## src/design/tcc_pkg.sv

```systemverilog
// constants, field layout and state type of the timer/counter control block
// assumes a byte-wide register port and one 20 MHz clock taken as fc
// Functional notes
// - timer register loads on next source tick
// - low byte alone never changes register
// - second register writable only in pulse mode
// - control register resets to all zeros
// - bit 6 meaning depends on mode
// - bit 7 sets or clears output flip-flop while stopped
// - start field decodes stop, command, edges
// - source field selects divider tap or pin
// - mode field decodes three operating modes; MODE_PULSE only waits
// - stop power entry clears start field
// - capture copies counter every source tick
// - timer match raises interrupt, clears counter
package tcc_pkg;

	// register byte addresses
	localparam logic [15:0] OFS_A_LO = 16'h0010;
	localparam logic [15:0] OFS_A_HI = 16'h0011;
	localparam logic [15:0] OFS_B_LO = 16'h0012;
	localparam logic [15:0] OFS_B_HI = 16'h0013;
	localparam logic [15:0] OFS_CTRL = 16'h0014;

	// reset values
	localparam logic [15:0] TIMER_REG_RESET = 16'h0fff;
	localparam logic [7:0]  CTRL_RESET      = 8'h00;

	// control field positions
	localparam int MODE_LSB  = 0;
	localparam int CLK_LSB   = 2;
	localparam int START_LSB = 4;
	localparam int OPT_BIT   = 6;
	localparam int TFF_BIT   = 7;

	// field codes
	localparam logic [1:0] MODE_TIMER  = 2'h0;
	localparam logic [1:0] MODE_WINDOW = 2'h1;
	localparam logic [1:0] MODE_PULSE  = 2'h2;
	localparam logic [1:0] MODE_PPG    = 2'h3;
	localparam logic [1:0] START_STOP  = 2'h0;
	localparam logic [1:0] START_CMD   = 2'h1;
	localparam logic [1:0] CLK_SLOWEST = 2'h0;
	localparam logic [1:0] CLK_MID     = 2'h1;
	localparam logic [1:0] CLK_FAST    = 2'h2;
	localparam logic [1:0] CLK_EXT     = 2'h3;

	// divider taps: fc/2^11, fc/2^7, fc/2^3, fs/2^3
	localparam int FC_DIV_BITS = 11;
	localparam int FC_MID_BITS = 7;
	localparam int FC_FAST_BITS = 3;
	localparam int FS_DIV_BITS = 3;

	typedef enum logic [1:0] {ST_STOP, ST_WAIT, ST_RUN, ST_DONE} tcc_state_e;

	// field extraction used by several decoders
	function automatic logic [1:0] tcc_field(input logic [7:0] ctrl, input int lsb);
		tcc_field = ctrl[lsb +: 2];
	endfunction : tcc_field

endpackage : tcc_pkg

```

## src/design/tcc_tick_if.sv

```systemverilog
// source tick and timer pin edges passed from the divider to the control logic
// assumes one clock; all members are one-cycle enables
`timescale 1ns/1ns
interface tcc_tick_if;
	logic tick;
	logic pin_rise;
	logic pin_fall;

	modport src  (output tick, output pin_rise, output pin_fall);
	modport sink (input tick, input pin_rise, input pin_fall);
endinterface : tcc_tick_if

```

## src/design/tcc_divider.sv

```systemverilog
// prescaler and source select: makes the counting tick as a one-cycle enable
// assumes fs_tick is a one-cycle pulse at the low-frequency rate, pin synchronous
`timescale 1ns/1ns
module tcc_divider
	import tcc_pkg::*;
(
	// clock and reset
	input  wire logic   ref_clk,
	input  wire logic   rst_n,
	// selection
	input  wire logic [1:0] clk_sel,
	input  wire logic   edge_fall,
	input  wire logic   divider_input_select,
	input  wire logic   slow_mode,
	input  wire logic   fs_tick,
	input  wire logic   timer_input_pin,
	// ticks out
	tcc_tick_if.src     ticks
);

	logic [FC_DIV_BITS-1:0] fc_cnt;
	logic [FS_DIV_BITS-1:0] fs_cnt;
	logic                   pin_q;

	// free-running prescalers and pin history
	always_ff @(posedge ref_clk or negedge rst_n) begin
		if (!rst_n) begin
			fc_cnt <= '0;
			fs_cnt <= '0;
			pin_q  <= 1'b0;
		end else begin
			fc_cnt <= fc_cnt + 1'b1;
			if (fs_tick)
				fs_cnt <= fs_cnt + 1'b1;
			pin_q  <= timer_input_pin;
		end
	end

	wire fc_slow_tick = &fc_cnt;
	wire fc_mid_tick  = &fc_cnt[FC_MID_BITS-1:0];
	wire fc_fast_tick = &fc_cnt[FC_FAST_BITS-1:0];
	wire fs_div_tick  = fs_tick & (&fs_cnt);
	wire low_source   = divider_input_select | slow_mode;

	// tap selection; fast taps are dead in slow modes
	assign ticks.pin_rise = timer_input_pin & ~pin_q;
	assign ticks.pin_fall = ~timer_input_pin & pin_q;
	assign ticks.tick = (clk_sel == CLK_SLOWEST) ? (low_source ? fs_div_tick : fc_slow_tick) :
	                    (clk_sel == CLK_MID)     ? (~slow_mode & fc_mid_tick) :
	                    (clk_sel == CLK_FAST)    ? (~slow_mode & fc_fast_tick) :
	                    (edge_fall ? ticks.pin_fall : ticks.pin_rise);

	a_slow_no_fast: assert property (@(posedge ref_clk) disable iff (!rst_n)
		(slow_mode && (clk_sel == CLK_MID || clk_sel == CLK_FAST)) |-> !ticks.tick)
		else $error("fast tap ticked in slow mode");

endmodule : tcc_divider

```

## src/design/tcc_stage.sv

```systemverilog
// one 16-bit timer register with byte staging and a capture load path
// assumes the caller gates writes; tick is the counting source enable
`timescale 1ns/1ns
module tcc_stage
	import tcc_pkg::*;
(
	// clock and reset
	input  wire logic        ref_clk,
	input  wire logic        rst_n,
	// byte writes
	input  wire logic        wr_lo,
	input  wire logic        wr_hi,
	input  wire logic [7:0]  wdata,
	// load timing and capture
	input  wire logic        tick,
	input  wire logic        cap_en,
	input  wire logic [15:0] cap_val,
	// effective value
	output logic      [15:0] value
);

	logic [7:0]  lo_shift;
	logic [15:0] pend_val;
	logic        pend;

	// write staging: high byte arms the pair, tick makes it effective
	always_ff @(posedge ref_clk or negedge rst_n) begin
		if (!rst_n) begin
			lo_shift <= TIMER_REG_RESET[7:0];
			pend_val <= TIMER_REG_RESET;
			pend     <= 1'b0;
		end else begin
			if (wr_lo)
				lo_shift <= wdata;
			if (wr_hi) begin
				pend_val <= {wdata, lo_shift};
				pend     <= 1'b1;
			end else if (tick)
				pend     <= 1'b0;
		end
	end

	// effective register; a pending write beats a capture
	always_ff @(posedge ref_clk or negedge rst_n) begin
		if (!rst_n)
			value <= TIMER_REG_RESET;
		else if (tick && pend)
			value <= pend_val;
		else if (tick && cap_en)
			value <= cap_val;
	end

	a_stage_load: assert property (@(posedge ref_clk) disable iff (!rst_n)
		(pend && tick) |=> value == $past(pend_val))
		else $error("staged value not loaded on tick");

	a_lo_no_effect: assert property (@(posedge ref_clk) disable iff (!rst_n)
		(wr_lo && !pend && !cap_en) |=> $stable(value))
		else $error("low byte write changed register");

endmodule : tcc_stage

```

## src/design/tcc_top.sv

```systemverilog
// timer/counter control: register port, control decode, counter and output
// assumes a one-cycle strobe master, synchronous pins, stop entry as a pulse
`timescale 1ns/1ns
module tcc_top
	import tcc_pkg::*;
(
	// clock and reset
	input  wire logic        ref_clk,
	input  wire logic        rst_n,
	// register port
	input  wire logic [15:0] addr,
	input  wire logic [7:0]  wdata,
	input  wire logic        wr,
	input  wire logic        rd,
	output logic      [7:0]  rdata,
	// chip state
	input  wire logic        divider_input_select,
	input  wire logic        slow_mode,
	input  wire logic        stop_mode_entry,
	input  wire logic        fs_tick,
	// pins and events
	input  wire logic        timer_input_pin,
	output logic             programmable_pulse_output,
	output logic             timer_match_interrupt
);

	tcc_tick_if ticks ();

	logic [7:0]  timer_control;
	logic [15:0] up_count;
	logic [15:0] compare_value;
	logic [15:0] capture_or_duty_value;
	tcc_state_e  state;
	tcc_state_e  next_state;
	logic [15:0] next_count;
	logic        next_irq;
	logic        next_ff;

	// field decode
	wire [1:0] operating_mode_select = tcc_field(timer_control, MODE_LSB);
	wire [1:0] source_clock_select   = tcc_field(timer_control, CLK_LSB);
	wire [1:0] start_control         = tcc_field(timer_control, START_LSB);
	wire       option_bit            = timer_control[OPT_BIT];
	wire       output_flipflop_control = timer_control[TFF_BIT];

	// mode decode
	wire mode_base  = (operating_mode_select == MODE_TIMER);
	wire mode_win   = (operating_mode_select == MODE_WINDOW);
	wire mode_ppg   = (operating_mode_select == MODE_PPG);
	wire stopped    = (start_control == START_STOP);
	wire cmd_start  = (start_control == START_CMD);
	wire edge_start = start_control[1];
	wire is_timer   = mode_base & cmd_start;
	wire is_event   = mode_base & edge_start & (source_clock_select == CLK_EXT);
	wire is_trigger = mode_base & edge_start & (source_clock_select != CLK_EXT);

	// bit 6 readings by mode
	wire auto_capture_enable  = option_bit & (mode_base | mode_win) & ~is_trigger;
	wire trigger_stop_select  = option_bit & is_trigger;
	wire one_shot_select      = option_bit & mode_ppg;

	// trigger edge follows start field bit 0: 0 rising, 1 falling
	wire sel_edge = start_control[0] ? ticks.pin_fall : ticks.pin_rise;
	wire opp_edge = start_control[0] ? ticks.pin_rise : ticks.pin_fall;
	wire match_a  = (up_count == compare_value);
	wire match_b  = (up_count == capture_or_duty_value);
	wire running  = (state == ST_RUN);
	wire cap_on   = auto_capture_enable & running;

	// register write decode; duty register writes dropped outside pulse mode
	wire a_wr_lo = wr & (addr == OFS_A_LO);
	wire a_wr_hi = wr & (addr == OFS_A_HI);
	wire b_wr_lo = wr & (addr == OFS_B_LO) & mode_ppg;
	wire b_wr_hi = wr & (addr == OFS_B_HI) & mode_ppg;
	wire c_wr    = wr & (addr == OFS_CTRL);

	// read selection; unmapped addresses read zero
	wire [7:0] rd_mux = (addr == OFS_A_LO) ? compare_value[7:0] :
	                    (addr == OFS_A_HI) ? compare_value[15:8] :
	                    (addr == OFS_B_LO) ? capture_or_duty_value[7:0] :
	                    (addr == OFS_B_HI) ? capture_or_duty_value[15:8] :
	                    (addr == OFS_CTRL) ? timer_control : 8'h00;

	tcc_divider u_div (
		.ref_clk              (ref_clk),
		.rst_n                (rst_n),
		.clk_sel              (source_clock_select),
		.edge_fall            (start_control[0]),
		.divider_input_select (divider_input_select),
		.slow_mode            (slow_mode),
		.fs_tick              (fs_tick),
		.timer_input_pin      (timer_input_pin),
		.ticks                (ticks)
	);

	tcc_stage u_reg_a (
		.ref_clk (ref_clk),
		.rst_n   (rst_n),
		.wr_lo   (a_wr_lo),
		.wr_hi   (a_wr_hi),
		.wdata   (wdata),
		.tick    (ticks.tick),
		.cap_en  (1'b0),
		.cap_val (16'h0000),
		.value   (compare_value)
	);

	tcc_stage u_reg_b (
		.ref_clk (ref_clk),
		.rst_n   (rst_n),
		.wr_lo   (b_wr_lo),
		.wr_hi   (b_wr_hi),
		.wdata   (wdata),
		.tick    (ticks.tick),
		.cap_en  (cap_on),
		.cap_val (up_count),
		.value   (capture_or_duty_value)
	);

	// control register; stop power entry overrides a same-cycle write of the start field
	always_ff @(posedge ref_clk or negedge rst_n) begin
		if (!rst_n)
			timer_control <= CTRL_RESET;
		else if (stop_mode_entry)
			timer_control <= {(c_wr ? wdata[7:6] : timer_control[7:6]), START_STOP,
			                  (c_wr ? wdata[3:0] : timer_control[3:0])};
		else if (c_wr)
			timer_control <= wdata;
	end

	// read data valid only in the cycle after the strobe
	always_ff @(posedge ref_clk or negedge rst_n) begin
		if (!rst_n)
			rdata <= 8'h00;
		else
			rdata <= rd ? rd_mux : 8'h00;
	end

	// counter sequencing; windows and pulse width wait without counting
	always_comb begin
		next_state = state;
		next_count = up_count;
		next_irq   = 1'b0;
		next_ff    = programmable_pulse_output;
		unique case (state)
			ST_STOP: begin
				if (is_timer || is_event || (mode_ppg && cmd_start))
					next_state = ST_RUN;
				else if (!stopped)
					next_state = ST_WAIT;
			end
			ST_WAIT: begin
				if ((is_trigger || (mode_ppg && edge_start)) && sel_edge)
					next_state = ST_RUN;
			end
			ST_RUN: begin
				if (trigger_stop_select && opp_edge) begin
					next_count = 16'h0000;
					next_state = ST_WAIT;
				end else if (ticks.tick) begin
					if (mode_ppg && (match_a || match_b))
						next_ff = ~programmable_pulse_output;
					if (match_a) begin
						next_irq   = 1'b1;
						next_count = 16'h0000;
						if (is_trigger)
							next_state = ST_WAIT;
						else if (one_shot_select)
							next_state = ST_DONE;
					end else
						next_count = up_count + 16'h0001;
				end
			end
			ST_DONE: begin
				next_state = ST_DONE;
			end
		endcase
		if (stopped) begin
			next_state = ST_STOP;
			next_count = 16'h0000;
			next_ff    = output_flipflop_control;
		end
	end

	// sequencer registers
	always_ff @(posedge ref_clk or negedge rst_n) begin
		if (!rst_n) begin
			state                     <= ST_STOP;
			up_count                  <= 16'h0000;
			timer_match_interrupt     <= 1'b0;
			programmable_pulse_output <= 1'b0;
		end else begin
			state                     <= next_state;
			up_count                  <= next_count;
			timer_match_interrupt     <= next_irq;
			programmable_pulse_output <= next_ff;
		end
	end

	a_reset_ctrl_zero: assert property (@(posedge ref_clk)
		$rose(rst_n) |-> (timer_control == CTRL_RESET && state == ST_STOP))
		else $error("control not zero after reset");

	a_stop_entry_clear: assert property (@(posedge ref_clk) disable iff (!rst_n)
		stop_mode_entry |=> (start_control == START_STOP) ##1 (state == ST_STOP && up_count == 16'h0000))
		else $error("stop entry did not halt counter");

	a_duty_write_gated: assert property (@(posedge ref_clk) disable iff (!rst_n)
		(wr && addr == OFS_B_HI && !mode_ppg && !cap_on) ##1 ticks.tick [*1] |=> $stable(capture_or_duty_value))
		else $error("duty register written outside pulse mode");

	a_match_irq_clear: assert property (@(posedge ref_clk) disable iff (!rst_n)
		(running && ticks.tick && match_a && !stopped && !(trigger_stop_select && opp_edge))
		|=> (timer_match_interrupt && up_count == 16'h0000))
		else $error("match did not raise interrupt and clear");

	a_stop_clears_count: assert property (@(posedge ref_clk) disable iff (!rst_n)
		stopped [*2] |-> (up_count == 16'h0000 && state == ST_STOP))
		else $error("stopped counter not clear");

	a_capture_copy: assert property (@(posedge ref_clk) disable iff (!rst_n)
		(cap_on && ticks.tick) |=> capture_or_duty_value == $past(up_count))
		else $error("capture missed counter value");

	a_ff_follows_bit: assert property (@(posedge ref_clk) disable iff (!rst_n)
		stopped |=> programmable_pulse_output == $past(output_flipflop_control))
		else $error("output flip-flop ignores control bit");

	a_one_shot_halt: assert property (@(posedge ref_clk) disable iff (!rst_n)
		(running && ticks.tick && match_a && one_shot_select && !stopped) |=> state == ST_DONE [*1] ##1 !running)
		else $error("one-shot kept running");

	a_ctrl_readback: assert property (@(posedge ref_clk) disable iff (!rst_n)
		(rd && addr == OFS_CTRL && !stop_mode_entry) |=> rdata == $past(timer_control))
		else $error("control readback wrong");

	a_read_one_cycle: assert property (@(posedge ref_clk) disable iff (!rst_n)
		!rd |=> rdata == 8'h00)
		else $error("read data outside answer cycle");

endmodule : tcc_top

```

## config.mk

```make
export PLATFORM = sky130hd
export DESIGN_NAME = tcc_top
export DESIGN_NICKNAME = d
export VERILOG_FILES = /design/src/design/tcc_pkg.sv /design/src/design/tcc_tick_if.sv /design/src/design/tcc_divider.sv /design/src/design/tcc_stage.sv /design/src/design/tcc_top.sv
export SDC_FILE = /design/constraint.sdc
export NUM_CORES = 1
export LEC_CHECK = 0
export BUFFER_PORTS_ARGS = -buffer_cell sky130_fd_sc_hd__buf_2
export CAP_MARGIN = 20
export CORE_UTILIZATION = 61
export CTS_CLUSTER_SIZE = 30
export DETAILED_ROUTE_END_ITERATION = 8
export GPL_TIMING_DRIVEN = 1
export MAX_ROUTING_LAYER = met4
export PLACE_DENSITY = 0.8
export SYNTH_ARGS = -nofsm -noshare
export SYNTH_HDL_FRONTEND = slang
export SYNTH_HIERARCHICAL = 1
export SYNTH_SLANG_ARGS = --single-unit
```

## constraint.sdc

```tcl
create_clock -name ref_clk -period 3.6 [get_ports ref_clk]
set_clock_uncertainty 0.05 [all_clocks]
set_input_delay 0.72 -clock ref_clk [delete_from_list [all_inputs] [get_ports ref_clk]]
set_output_delay 0.72 -clock ref_clk [all_outputs]
set_load 0.02 [all_outputs]
```

* Word-level counts from Yosys, hierarchy flattened
Cells that the tools add are included.
** Storage, ports and cells
- Register bits :: 133
- Input port bits :: 33
- Output and inout bits :: 10
** Operators by class
- Bitwise logic cells :: 28
- Eq/ne operators :: 22
- Multiplexer cells :: 44
- Add/sub/neg operators :: 3
- Reductions and logical operators :: 31
** Operators with widths (count)
- $mux 16 :: 7
- $eq 16x5->1 const B :: 5
- $mux 8 :: 8
- $eq 16x16->1 :: 2
- $and 1x1->1 :: 21
- $mux 1 :: 18
- $mux 2 :: 9
- $add 16x1->16 const B :: 1
- $reduce_bool 2->1 :: 7
- $add 11x1->11 const B :: 1
- $reduce_and 11->1 :: 1
- $eq 2x2->1 const B :: 5
- $eq 2x1->1 const B :: 4
- $logic_and 1x1->1 :: 8
- $logic_not 2->1 :: 4
- $pmux 2 s4 :: 1
- $reduce_and 4->1 :: 2
- $reduce_and 7->1 :: 1
- $reduce_and 3->1 :: 2
- $ne 5x4->1 const B :: 1
- $not 1->1 :: 5
- $logic_or 1x1->1 :: 4
- $mux 4 :: 1
- $ne 2x2->1 const B :: 2
- 7 further kinds :: 8

* Depth between registers and ports, before layout
Gate-level depths: netlist of run 1.
- Word-level depth :: 10
- Depth in mapped cells :: 10

* Modules after synthesis
The synthesis of run 1 kept the hierarchy.
** By module, submodules not included
- tcc_stage :: times used 2, cells an instance 129, area an instance 1734.2 µm², sequential area each 1066.0 µm²
- tcc_top :: times used 1, cells an instance 294, area an instance 2668.8 µm², sequential area each 900.9 µm²
- tcc_divider :: times used 1, cells an instance 58, area an instance 695.7 µm², sequential area each 375.4 µm²

* Worst setup path after synthesis of run 1
No wires, ideal clock.
- Kind :: input to register
- From :: input slow_mode
- To :: register up_count[3]
- Data required time :: 3454 ps
- Slack :: 648 ps
- Stages :: 9
- Arrival :: 2806 ps
- Library setup time :: 96 ps
- Buffers on the path :: 1
- Cells stage by stage :: or3b_1 > or4_1 > a211o_1 > nand4_1 > inv_1 > nor3_1 > nand3_2 > buf_2 > o31ai_1
** Between the ends
- Longest elaborated chain between the ends :: 7
- Elaborated cells on any way between the ends :: 10
- Classes of those cells :: mux (4); bitwise (4); reduce/logical (2)
** Ends and longest elaborated chain
- start: declaration :: RTL line tcc_top.sv:18 : input wire logic slow_mode,
- $not 1->1 :: RTL line tcc_divider.sv:49, tcc_divider.sv:50
- $and 1x1->1 :: RTL line tcc_divider.sv:50 : (clk_sel == CLK_FAST) ? (~slow_mode & fc_fast_tick) :
- $mux 1 :: RTL line tcc_divider.sv:50
- $mux 1 :: RTL line tcc_divider.sv:49 : (clk_sel == CLK_MID) ? (~slow_mode & fc_mid_tick) :
- $mux 1 * :: RTL line tcc_divider.sv:48 : assign ticks.tick = (clk_sel == CLK_SLOWEST) ? (low_source ? fs_div_tick : fc_slow_tick) :
- via ticks.tick :: RTL line tcc_tick_if.sv:5 : logic tick;
- $reduce_bool 3->1 (no line) *
- $reduce_and 2->1 (no line) *
- end signal: assignment :: RTL line tcc_top.sv:194 : up_count <= next_count;
- end: declaration :: RTL line tcc_top.sv:30 : logic [15:0] up_count;
The timed path passes the listed nets; every way through them passes the cells marked *.
A chain may end at the register's enable or synchronous reset.

* Worst setup path after layout of run 1
- From :: register u_div.fc_cnt[0]
- To :: register u_reg_b.value[15]
** Between the ends
- Longest elaborated chain between the ends :: 7
- Elaborated cells on any way between the ends :: 13
- Classes of those cells :: mux (5); bitwise (2); reduce/logical (6)
** Ends and longest elaborated chain
- start: declaration :: RTL line tcc_divider.sv:21 : logic [FC_DIV_BITS-1:0] fc_cnt;
- start signal: assignment :: RTL line tcc_divider.sv:32 : fc_cnt <= fc_cnt + 1'b1;
- $reduce_and 3->1 :: RTL line tcc_divider.sv:41 : wire fc_fast_tick = &fc_cnt[FC_FAST_BITS-1:0];
- $and 1x1->1 :: RTL line tcc_divider.sv:50
- $mux 1 :: RTL line tcc_divider.sv:50
- $mux 1 :: RTL line tcc_divider.sv:49
- $mux 1 * :: RTL line tcc_divider.sv:48
- via ticks.tick :: RTL line tcc_tick_if.sv:5
- $logic_and 1x1->1 (on tied branches) :: RTL line tcc_stage.sv:47, tcc_stage.sv:49
- $mux 16 or $reduce_bool 2->1 (tied branches)
- end signal: assignment :: RTL line tcc_stage.sv:48 : value <= pend_val;
- end signal: assignment :: RTL line tcc_stage.sv:50 : value <= cap_val;
- end: declaration :: RTL line tcc_stage.sv:19 : output logic [15:0] value
Marked as above.

==> key figures, run 1 <==
Global route
  – Gr ovfl total: 0
  – Vias in the first global route: 5,232
  – Antenna violations before repair: 0
  – First-pass GRT wire length: between 20,000 and 30,000 microns
  – Tot GR Track Use: 0.330
  – Largest net degree at the start of global routing: 58

Routing
  – Vias per cell: ~6.6
  – Vias: between 5,000 and 6,000
  – Post-DRT Antenna Nets: 0
  – WL/cell: ~21 microns
  – DR pass1 iterations: 6
  – Drt drc: 0
  – Final wirelength: about 17,000 microns
  – 1st-iter DRT viols: between 500 and 600

Yosys
  – Seq/Total Area, Yosys: 0.499
  – Synth cell types: just over 70
  – Primary FF master, synth: dfrtp_1
  – Post-synth EDFFs: 0
  – Cells after Synth: 610
  – Ys async rst share: 1.00
  – Top cell type's share of synthesized area: 0.253
  – Biggest area consumer among synthesized cells: dfrtp_1
  – Flops & latches, synth: roughly 130
  – Synth top area cells: dfrtp_1 25%, dfstp_2 25%, mux2_1 7.9%
  – Syn Std Cell Area: slightly below 7000 sq um
  – Avg Inst Size Synth: 11.2 sq um
  – Ys Warns: 6

Clock tree
  – Clk Latency, worst-skew pair: ~540 ps
  – CTS Buf Count: 17
  – Max H-tree Level: 4
  – Clock Path Buffers: 2
  – Post-cts sizing count: 0
  – Clk sinks: 133
  – Clock Pin Slew Worst Setup and Hold Paths: around 60 ps
  – Clock root buffer: clkbuf_8
  – CTS tree: built
  – Post-CTS Setup Inserts: 0
  – Hold buffer count at CTS: 0

Job
  – Max cap viols: 0

Place
  – Post-DP Area: about 7000 sq um
  – DP HPWL: roughly 12,000 microns
  – Final Wtd Congestion: 0.920
  – Count of input and output buffers: between 40 and 50

Run status
  – Run status: complete, no violations

Power
  – P_leak: between 3 and 4 nW
  – Power per standard cell area: 485 nW/um^2
  – Net Sw Frac: 0.268
  – Psw: approximately 1.0 mW
  – Seq pwr share: 0.436
  – Worst VDD drop: around 0.47 mV
  – Comb power frac: 0.117
  – Clk pwr share: 0.447
  – Int Power: between 2 and 3 mW

STA
  – Final period utilization: 0.852
  – Fmax: ~330 MHz
  – Fin crit period: just over 3000 ps
  – Worst rel slew slack: 0.462
  – Final Hold Fails: 0
  – RSZ-0062 raised after global routing: no
  – Fin Setup TNS: 0 ps
  – Tightest Pin Transition: 799 ps
  – Slew Viols, Final: 0
  – # setup viols final: 0

Floorplanning
  – Core Area: between 10,000 and 15,000 sq um
  – Die Width: between 100 and 150 microns
  – Initial Util: 0.628
  – Top-Level Pins: 43
  – Die Area: between 10,000 and 15,000 sq um
  – Site row count: 38
  – Die Ht: roughly 110 microns

Final layout
  – Final Instance Area: approximately 7700 sq um
  – Most frequent cells in the layout: 69 x dfrtp_1, 64 x dfstp_2, 51 x nor2_1, 48 x mux2_1, 42 x o22ai_1
  – Count of filler cells inserted in the layout: about 750
  – Layout Nets: a little under 700
  – Layout area overhead: 12.6%
  – Commonest non-fill, non-tap cell in the layout: dfrtp_1
  – Diode count: 0
  – Share of cells above drive strength 1: 0.254

Setup path
  – CP Max Fanout: 39
  – WP data arrival: ~3400 ps
  – CP endpoint kind: flop
  – Crit path kind: reg -> reg
  – CP startpoint kind: flop
  – Req. time, crit path: 3960 ps

Worst hold path
  – Worst Hold Class: in -> async
metrics by stage:
stage	power [mW]	hold WS [ps]	util	std cells	worst slack [ps]
final	3.73	98.1	0.707	808	534
after global routing	3.85	122	0.707	808	368
after CTS	3.73	104	0.707	808	569
after detailed placement	2.07	410	0.654	776	268
after global placement	2.04	399	0.654	776	363
after floorplan	1.91	374	-	627	648
worst max-delay path: stages (launching register included):
cell	delay, ps
dfrtp_1	380
ha_1	240
nand3_4	120
or4_1	530
a211o_1	310
nand4_1	120
buf_4	390
nand2_1	460
o22ai_1	280
nor2_1	60
per-layer routing:
metal,vias up,global-route usage,part of all wire
met4,0,0.141,0.028
li1,2363,-,-
met5,-,-,0
met1,2690,0.423,0.42
met3,52,0.0835,0.074
met2,244,0.500,0.48
synthesized netlist by cell type (10+ instances only):
master	instances
o32ai_1	32
buf_2	21
mux2_1	48
nand3_1	16
dfrtp_1	69
xor2_1	36
inv_1	18
nor2_1	51
o22ai_1	42
nand2_1	31
clkbuf_1	11
dfstp_2	64
nand4_1	10
nor4_1	11
area by class of cell:
cell class                      count  area, sq um  share of cell area
Timing Repair Buffer               54          315              0.0410
Inverter                           19         71.3             0.00927
Clock buffer                       22          475              0.0618
Clock inverter                     10         93.8              0.0122
Multi-Input combinational cell    430         3150               0.410
Sequential cell                   133         3410               0.443
Tap cell                          140          175              0.0228
cell families after synthesis:
logic type / count (synthesis) / share of synthesized area
xor gates and xnor gates: 41 / 0.0526
buffers and inverters: 64 / 0.0505
and+or+nand+nor: 161 / 0.124
adders and majority gates: 5 / 0.00916
DFF: 133 / 0.499
muxes: 65 / 0.110
AOI/OAI and AO/OA: 140 / 0.155
other: 1 / 0.000549
flip-flops by register name (all words and copies together) (netlist names), 2 cells and up:
register          cells
u_reg_b/value        16
up_count             16
u_reg_a/pend_val     16
u_reg_a/lo_shift      8
u_div/fc_cnt         11
rdata                 8
u_reg_b/pend_val     16
state                 2
timer_control         8
u_reg_b/lo_shift      8
u_div/fs_cnt          3
u_reg_a/value        16
power by group through the flow:
stage / combinational (mW) / sequential, mW / clock [mW]
3_3_place_gp: 0.402 / 1.64 / 0
2_1_floorplan: 0.289 / 1.62 / 0
5_1_grt: 0.481 / 1.63 / 1.74
4_1_cts: 0.430 / 1.62 / 1.68
3_5_place_dp: 0.429 / 1.65 / 0
6_report: 0.435 / 1.63 / 1.67
path summary, 6_finish.rpt:
check | startpoint | to | slack [ps] | cells after the start
worst max-delay path | u_div/fc_cnt[0] | u_reg_b/value[15] | 530 | 9
worst min-delay path | rst_n | programmable_pulse_output | 100 | 1
worst max register to register | u_div/fc_cnt[0] | u_reg_b/value[15] | 530 | 9
worst min register to register | u_div/fc_cnt[0] | u_div/fc_cnt[0] | 430 | 1
max in group asynchronous | rst_n | u_reg_a/value[4] | 2480 | 2
min in group ref_clk | timer_input_pin | u_div/pin_q | 280 | 1
Power figures use the tool's default switching activity.
==> run 2, diff against run 1 <==
--- a/config.mk
+++ b/config.mk
@@ -7,12 +7,12 @@
 export LEC_CHECK = 0
 export BUFFER_PORTS_ARGS = -buffer_cell sky130_fd_sc_hd__buf_2
 export CAP_MARGIN = 20
-export CORE_UTILIZATION = 61
+export CORE_UTILIZATION = 25
 export CTS_CLUSTER_SIZE = 30
 export DETAILED_ROUTE_END_ITERATION = 8
 export GPL_TIMING_DRIVEN = 1
 export MAX_ROUTING_LAYER = met4
-export PLACE_DENSITY = 0.8
+export PLACE_DENSITY = 0.4
 export SYNTH_ARGS = -nofsm -noshare
 export SYNTH_HDL_FRONTEND = slang
 export SYNTH_HIERARCHICAL = 1
==> run 2 against run 1 <==
Register-to-register slack got worse by 50 ps. Total power increased by 3.0%. Clock-buffer cell count decreased by 1. Wire length increased by 18%. Clock power increased by 6%. Critical endpoint is now u_reg_b/value[2].
==> key figures, run 2 (synthesis results as in run 1) <==
Final layout
  – Area occupied by multi-input gates: 3160 sq um (+0.20%)
  – Layout Nets: 694 (+0.14%)
  – Commonest non-fill, non-tap cell in the layout: dfrtp_1
  – Count of filler cells inserted in the layout: 2,749 (+270%)
  – Most frequent cells in the layout: 69 x dfrtp_1, 64 x dfstp_2, 51 x nor2_1, 48 x mux2_1, 42 x o22ai_1
  – Diode count: 0 (unchanged)
  – Share of cells above drive strength 1: 0.262 (+0.00709)
  – Final Core Density: 0.297 (-0.409)
  – Layout area overhead: 17.0%
  – Storage element area: 3410 sq um (unchanged)

STA
  – RSZ-0062 raised after global routing: no
  – # setup viols final: 0 (unchanged)
  – Slew Viols, Final: 0 (unchanged)
  – Tightest Pin Transition: 812 ps (+12.7 ps)
  – Worst rel slew slack: 0.454 (-0.00855)
  – Final Hold Fails: 0 (unchanged)
  – Fin Setup TNS: 0 ps (unchanged)
  – Fmax: 320 MHz (-1.7%)
  – Fin crit period: 3120 ps (+54.4 ps)
  – Final period utilization: 0.867 (+0.0151)

Floorplanning
  – Core Area: 26,900 sq um (+150%)
  – Die Width: 167 microns (+55%)
  – Initial Util: 0.254 (-0.373)
  – Site row count: 60 (+58%)
  – Die Ht: 167 microns (+55%)
  – Top-Level Pins: 43 (unchanged)
  – Die Area: 28,000 sq um (+140%)

Global route
  – Vias in the first global route: 5,368 (+2.6%)
  – First-pass GRT wire length: 32,400 microns (+17%)
  – Tot GR Track Use: 0.158 (-0.173)
  – Antenna violations before repair: 1 (+1)
  – Gr ovfl total: 0 (unchanged)
  – Largest net degree at the start of global routing: 69 (+19%)

Clock tree
  – CTS tree: built
  – Clock Path Buffers: 2 (unchanged)
  – Clk Latency, worst-skew pair: 420 ps (-120 ps)
  – Post-CTS Setup Inserts: 0 (unchanged)
  – Hold buffer count at CTS: 0 (unchanged)
  – Clock root buffer: clkbuf_16
  – Max H-tree Level: 4 (unchanged)
  – Clk sinks: 133 (unchanged)
  – CTS Buf Count: 17 (unchanged)
  – Clock Pin Slew Worst Setup and Hold Paths: 60 ps (about the same)
  – Post-cts sizing count: 0 (unchanged)

Routing
  – Metal2 WL: 9690 microns (+19%)
  – Top sig layer: met4
  – Post-DRT Antenna Nets: 0 (unchanged)
  – 1st-iter DRT viols: 340 (-37%)
  – Final wirelength: 20,200 microns (+18%)
  – Drt drc: 0 (unchanged)
  – Vias per cell: 5.11 (-23%)
  – DR pass1 iterations: 5 (-1)
  – Vias: 5,166 (-3.4%)
  – Wl on met1: 9320 microns (+29%)
  – Wire length on met3: 793 microns (-37%)
  – WL/cell: 20.0 microns (-5.5%)

Place
  – Final Wtd Congestion: 0.857 (-6.9%)
  – DP HPWL: 14,000 microns (+18%)
  – Count of input and output buffers: 42 (unchanged)

Setup path
  – Critical path cell sequence: ha_1 > nand3_4 > or4_1 > a211o_1 > nand4_1 > buf_4 > nand2_1 > o22ai_1 > nor2_1
  – CP Max Fanout: 39 (unchanged)
  – Worst Path Buf+Inv: 1 (unchanged)
  – Reg2Reg Depth: 9 (unchanged)
  – CP startpoint kind: flop
  – Critical-path top delay cell: or4_1
  – CP endpoint kind: flop
  – Crit path depth: 9 (unchanged)
  – Req. time, crit path: 3890 ps (-70 ps)
  – Worst stage delay on the critical path: 530 ps (about the same)
  – Crit path kind: reg -> reg
  – Delay-heaviest family, CP: simple AND/OR/NAND/NOR gates
  – WP data arrival: 3420 ps (about the same)

Power
  – Power per standard cell area: 480 nW/um^2 (-0.93%)
  – P_leak: 3.45 nW (+0.60%)
  – Worst VDD drop: 0.220 mV (-53%)

Run status
  – Run status: complete, no violations

Worst hold path
  – Worst Hold Class: in -> async

Job
  – Max cap viols: 0 (unchanged)
[run 2: changes by cell type in the layout (fill, tap and decap cells not counted), sizes merged]
cell,before,now
buf,54,55
clkbuf,22,21
inv,22,24
clkinv,5,4
[run 2: through the flow]
| stage | instance area [sq um] | cells | setup slack (ps) | hold WS, ps | total power, mW |
|---|---|---|---|---|---|
| finish | 7990 | 1010 | 479 | 257 | 3.84 |
| global placement | 7390 | 978 | 237 | 400 | 2.08 |
| detailed placement | 7390 | 978 | 137 | 406 | 2.09 |
| floorplan | 6900 | 627 | 648 | 374 | 1.91 |
| global route | 7990 | 1010 | 286 | 285 | 4.01 |
| CTS | 7990 | 1010 | 476 | 254 | 3.89 |
[run 2: final cells by class]
type | instances | area share
Clock inverter | 11 | 0.0138
Timing Repair Buffer | 55 | 0.0409
Tap cell | 341 | 0.0534
Multi-Input combinational cell | 430 | 0.395
Inverter | 19 | 0.00892
Clock buffer | 21 | 0.0615
Sequential cell | 133 | 0.426
[run 2: routing by layer]
| metal | GRT usage | up-vias |
|---|---|---|
| met1 | 0.204 | 2648 |
| met2 | 0.244 | 133 |
| li1 | - | 2357 |
| met5 | - | - |
| met3 | 0.0345 | 28 |
| met4 | 0.0527 | 0 |
[run 2: path summary, 6_finish.rpt]
| kind | endpoint | slack (ps) | from |
|---|---|---|---|
| min in group ref_clk | u_div/pin_q | 380 | timer_input_pin |
| max in group asynchronous | u_reg_b/value[2] | 2410 | rst_n |
| max reg2reg | u_reg_b/value[2] | 480 | u_div/fc_cnt[0] |
| min reg2reg | u_div/fc_cnt[10] | 420 | u_div/fc_cnt[10] |
| max | u_reg_b/value[2] | 480 | u_div/fc_cnt[0] |
| min | u_reg_a/pend_val[14] | 260 | rst_n |
[run 2: report_power, final]
group	internal (mW)	switching, mW	leakage (nW)
sequential	1.56	0.0656	1.60
clock	1.06	0.708	0.297
combinational	0.159	0.281	1.55
==> run 3, diff against run 2 <==
--- a/config.mk
+++ b/config.mk
@@ -5,7 +5,7 @@
 export SDC_FILE = /design/constraint.sdc
 export NUM_CORES = 1
 export LEC_CHECK = 0
-export BUFFER_PORTS_ARGS = -buffer_cell sky130_fd_sc_hd__buf_2
+export BUFFER_PORTS_ARGS = -buffer_cell sky130_fd_sc_hd__clkbuf_2
 export CAP_MARGIN = 20
 export CORE_UTILIZATION = 25
 export CTS_CLUSTER_SIZE = 30
==> constraint.sdc (replaced) <==
create_clock -name ref_clk -period 3 [get_ports ref_clk]
set_clock_uncertainty 0.05 [all_clocks]
set_input_delay 0.6 -clock ref_clk [delete_from_list [all_inputs] [get_ports ref_clk]]
set_output_delay 0.6 -clock ref_clk [all_outputs]
set_load 0.02 [all_outputs]
==> run 3 against run 2 <==
Clock power up 13%. Total power up 17%. Die area unchanged. Register-to-register slack worse by 290 ps. Cell area increased by 1.1%. Worst setup slack worse by 290 ps. Worst hold slack got worse by 180 ps. Final cell count up 1.7%. Critical endpoint is now u_reg_b/value[5]. Highest routed layer unchanged.
==> key figures, run 3 (synthesis results as in run 1) <==
Setup path
  – RR Endpoint: u_reg_b/value[5]
  – Reg2Reg Depth: 10 (+1)
  – Crit path kind: reg -> reg
  – CP Max Fanout: 23 (-41%)
  – R2R Setup Slk: 190 ps (-290 ps)
  – Req. time, crit path: 3290 ps (-600 ps)
  – WP data arrival: 3100 ps (-320 ps)
  – CP startpoint kind: flop
  – CP endpoint kind: flop
  – Critical R2R Launch: u_div/fc_cnt[0]

STA
  – Final Hold Fails: 0 (unchanged)
  – Fin crit period: 2810 ps (-311 ps)
  – Final period utilization: 0.937 (+0.0698)
  – Slew Viols, Final: 0 (unchanged)
  – Worst rel slew slack: 0.479 (+0.0251)
  – WHS: 79.8 ps (-177 ps)
  – Final worst slack: 190 ps (-289 ps)
  – Tightest Pin Transition: 775 ps (-37.3 ps)
  – Fmax: 356 MHz (+11%)
  – # setup viols final: 0 (unchanged)

Clock tree
  – Max H-tree Level: 4 (unchanged)
  – Clock root buffer: clkbuf_16
  – Clk Latency, worst-skew pair: 430 ps (about the same)
  – Clock Pin Slew Worst Setup and Hold Paths: 60 ps (about the same)
  – CTS Buf Count: 17 (unchanged)
  – Clk sinks: 133 (unchanged)
  – CTS tree: built
  – Clock Path Buffers: 2 (unchanged)
  – Hold buffer count at CTS: 0 (unchanged)

Floorplanning
  – Initial Util: 0.254 (unchanged)
  – Core Area: 26,900 sq um (unchanged)
  – Die Area: 28,000 sq um (unchanged)
  – Top-Level Pins: 43 (unchanged)
  – Die Width: 167 microns (unchanged)
  – Die Ht: 167 microns (unchanged)
  – Site row count: 60 (unchanged)

Routing
  – Vias: 5,174 (+0.15%)
  – WL/cell: 19.9 microns (-0.89%)
  – DR pass1 iterations: 4 (-1)
  – Drt drc: 0 (unchanged)
  – Post-DRT Antenna Nets: 0 (unchanged)
  – 1st-iter DRT viols: 300 (-12%)
  – Final wirelength: 20,400 microns (+0.78%)
  – Vias per cell: 5.04 (-1.5%)

Power
  – P_leak: 3.50 nW (+1.6%)
  – Int Power: 3.23 mW (+16%)
  – Tot Pwr: 4.50 mW (+17%)
  – Power per standard cell area: 557 nW/um^2 (+16%)
  – Net Sw Frac: 0.282 (+0.00729)
  – Seq pwr share: 0.435 (+0.010)
  – Comb power frac: 0.120 (+0.005)
  – Clk pwr share: 0.445 (-0.015)
  – Worst VDD drop: 0.301 mV (+37%)
  – Psw: 1.27 mW (+20%)

Place
  – Post-DP Area: 7520 sq um (+1.7%)
  – Count of input and output buffers: 42 (unchanged)
  – Pre-CTS setup slack: -143 ps (-280 ps)
  – DP HPWL: 14,400 microns (+3.0%)
  – Final Wtd Congestion: 0.872 (+1.8%)

Global route
  – Met3 usage: 0.0324 (-0.00213)
  – Tot GR Track Use: 0.158 (-0.000172)
  – Vias in the first global route: 5,485 (+2.2%)
  – Met2 usage: 0.249 (+0.00525)
  – Gr ovfl total: 0 (unchanged)
  – Met1 Track Usage GR: 0.200 (-0.00412)
  – Largest net degree at the start of global routing: 67 (-2.9%)
  – Top Usage Layer GRT: met2
  – Antenna violations before repair: 0 (-1)
  – First-pass GRT wire length: 32,400 microns (-0.13%)

Job
  – Max cap viols: 0 (unchanged)

Final layout
  – Layout area overhead: 18.3%
  – Layout Nets: 711 (+2.4%)
  – Commonest non-fill, non-tap cell in the layout: dfrtp_1
  – Final Instance Area: 8080 sq um (+1.1%)
  – Most frequent cells in the layout: 69 x dfrtp_1, 64 x dfstp_2, 51 x nor2_1, 48 x mux2_1, 42 x o22ai_1
  – Diode count: 0 (unchanged)
  – Count of filler cells inserted in the layout: 2,760 (+0.40%)
  – Share of cells above drive strength 1: 0.278 (+0.0168)

Worst hold path
  – Worst Hold Class: in -> async

Run status
  – Run status: complete, no violations
run 3: how the worst max path moves through the flow:
stage / startpoint / endpoint
final: u_div/fc_cnt[0] / u_reg_b/value[5]
after global routing: u_div/fc_cnt[0] / programmable_pulse_output
after CTS: u_div/fc_cnt[0] / programmable_pulse_output
after detailed placement: slow_mode / programmable_pulse_output
after global placement: slow_mode / up_count[3]
after floorplan: slow_mode / up_count[3]
run 3: layer usage:
layer / vias up / part of all wire
li1: 2394 / -
met1: 2649 / 0.47
met2: 105 / 0.48
met3: 26 / 0.035
met4: 0 / 0.018
met5: - / 0
run 3: critical path, cell delays in order, from the launching register on:
cell,delay (ps)
dfrtp_1,390
ha_2,230
nand3_4,90
or4_1,530
a211o_1,300
nand4_1,120
buf_4,310
nand2_1,90
buf_4,210
o32ai_1,290
nor2_1,100
run 3: final cells by class:
class / instances / area, sq um / share of cell area
well taps: 341 / 427 / 0.0528
repair buffers: 72 / 454 / 0.0562
flip-flops and latches: 133 / 3410 / 0.422
clock inverters: 12 / 119 / 0.0147
inverters: 19 / 71.3 / 0.00882
clock buffers: 20 / 437 / 0.0540
multi-input cells: 430 / 3170 / 0.392
run 3: power by group through the flow:
stage	sequential [mW]	clock (mW)	combinational, mW
2_1_floorplan	1.95	0	0.347
3_3_place_gp	1.98	0	0.524
3_5_place_dp	1.98	0	0.535
4_1_cts	1.95	2.06	0.536
5_1_grt	1.96	2.13	0.606
6_report	1.96	2.00	0.541
run 3: through the flow:
step,instances,util,setup TNS [ps]
2_1_floorplan,627,-,0
3_3_place_gp,995,0.280,-63.5
3_5_place_dp,995,0.280,-279
4_1_cts,1027,0.300,0
5_1_grt,1027,0.301,-7.06
6_report,1027,0.301,0
run 3: repair_timing:
action                                  in CTS  in global routing
buffers inserted                             0                  0
endpoints found under the setup margin       0                  8
gates resized for setup                      0                  3
hold endpoints to repair                     0                  0
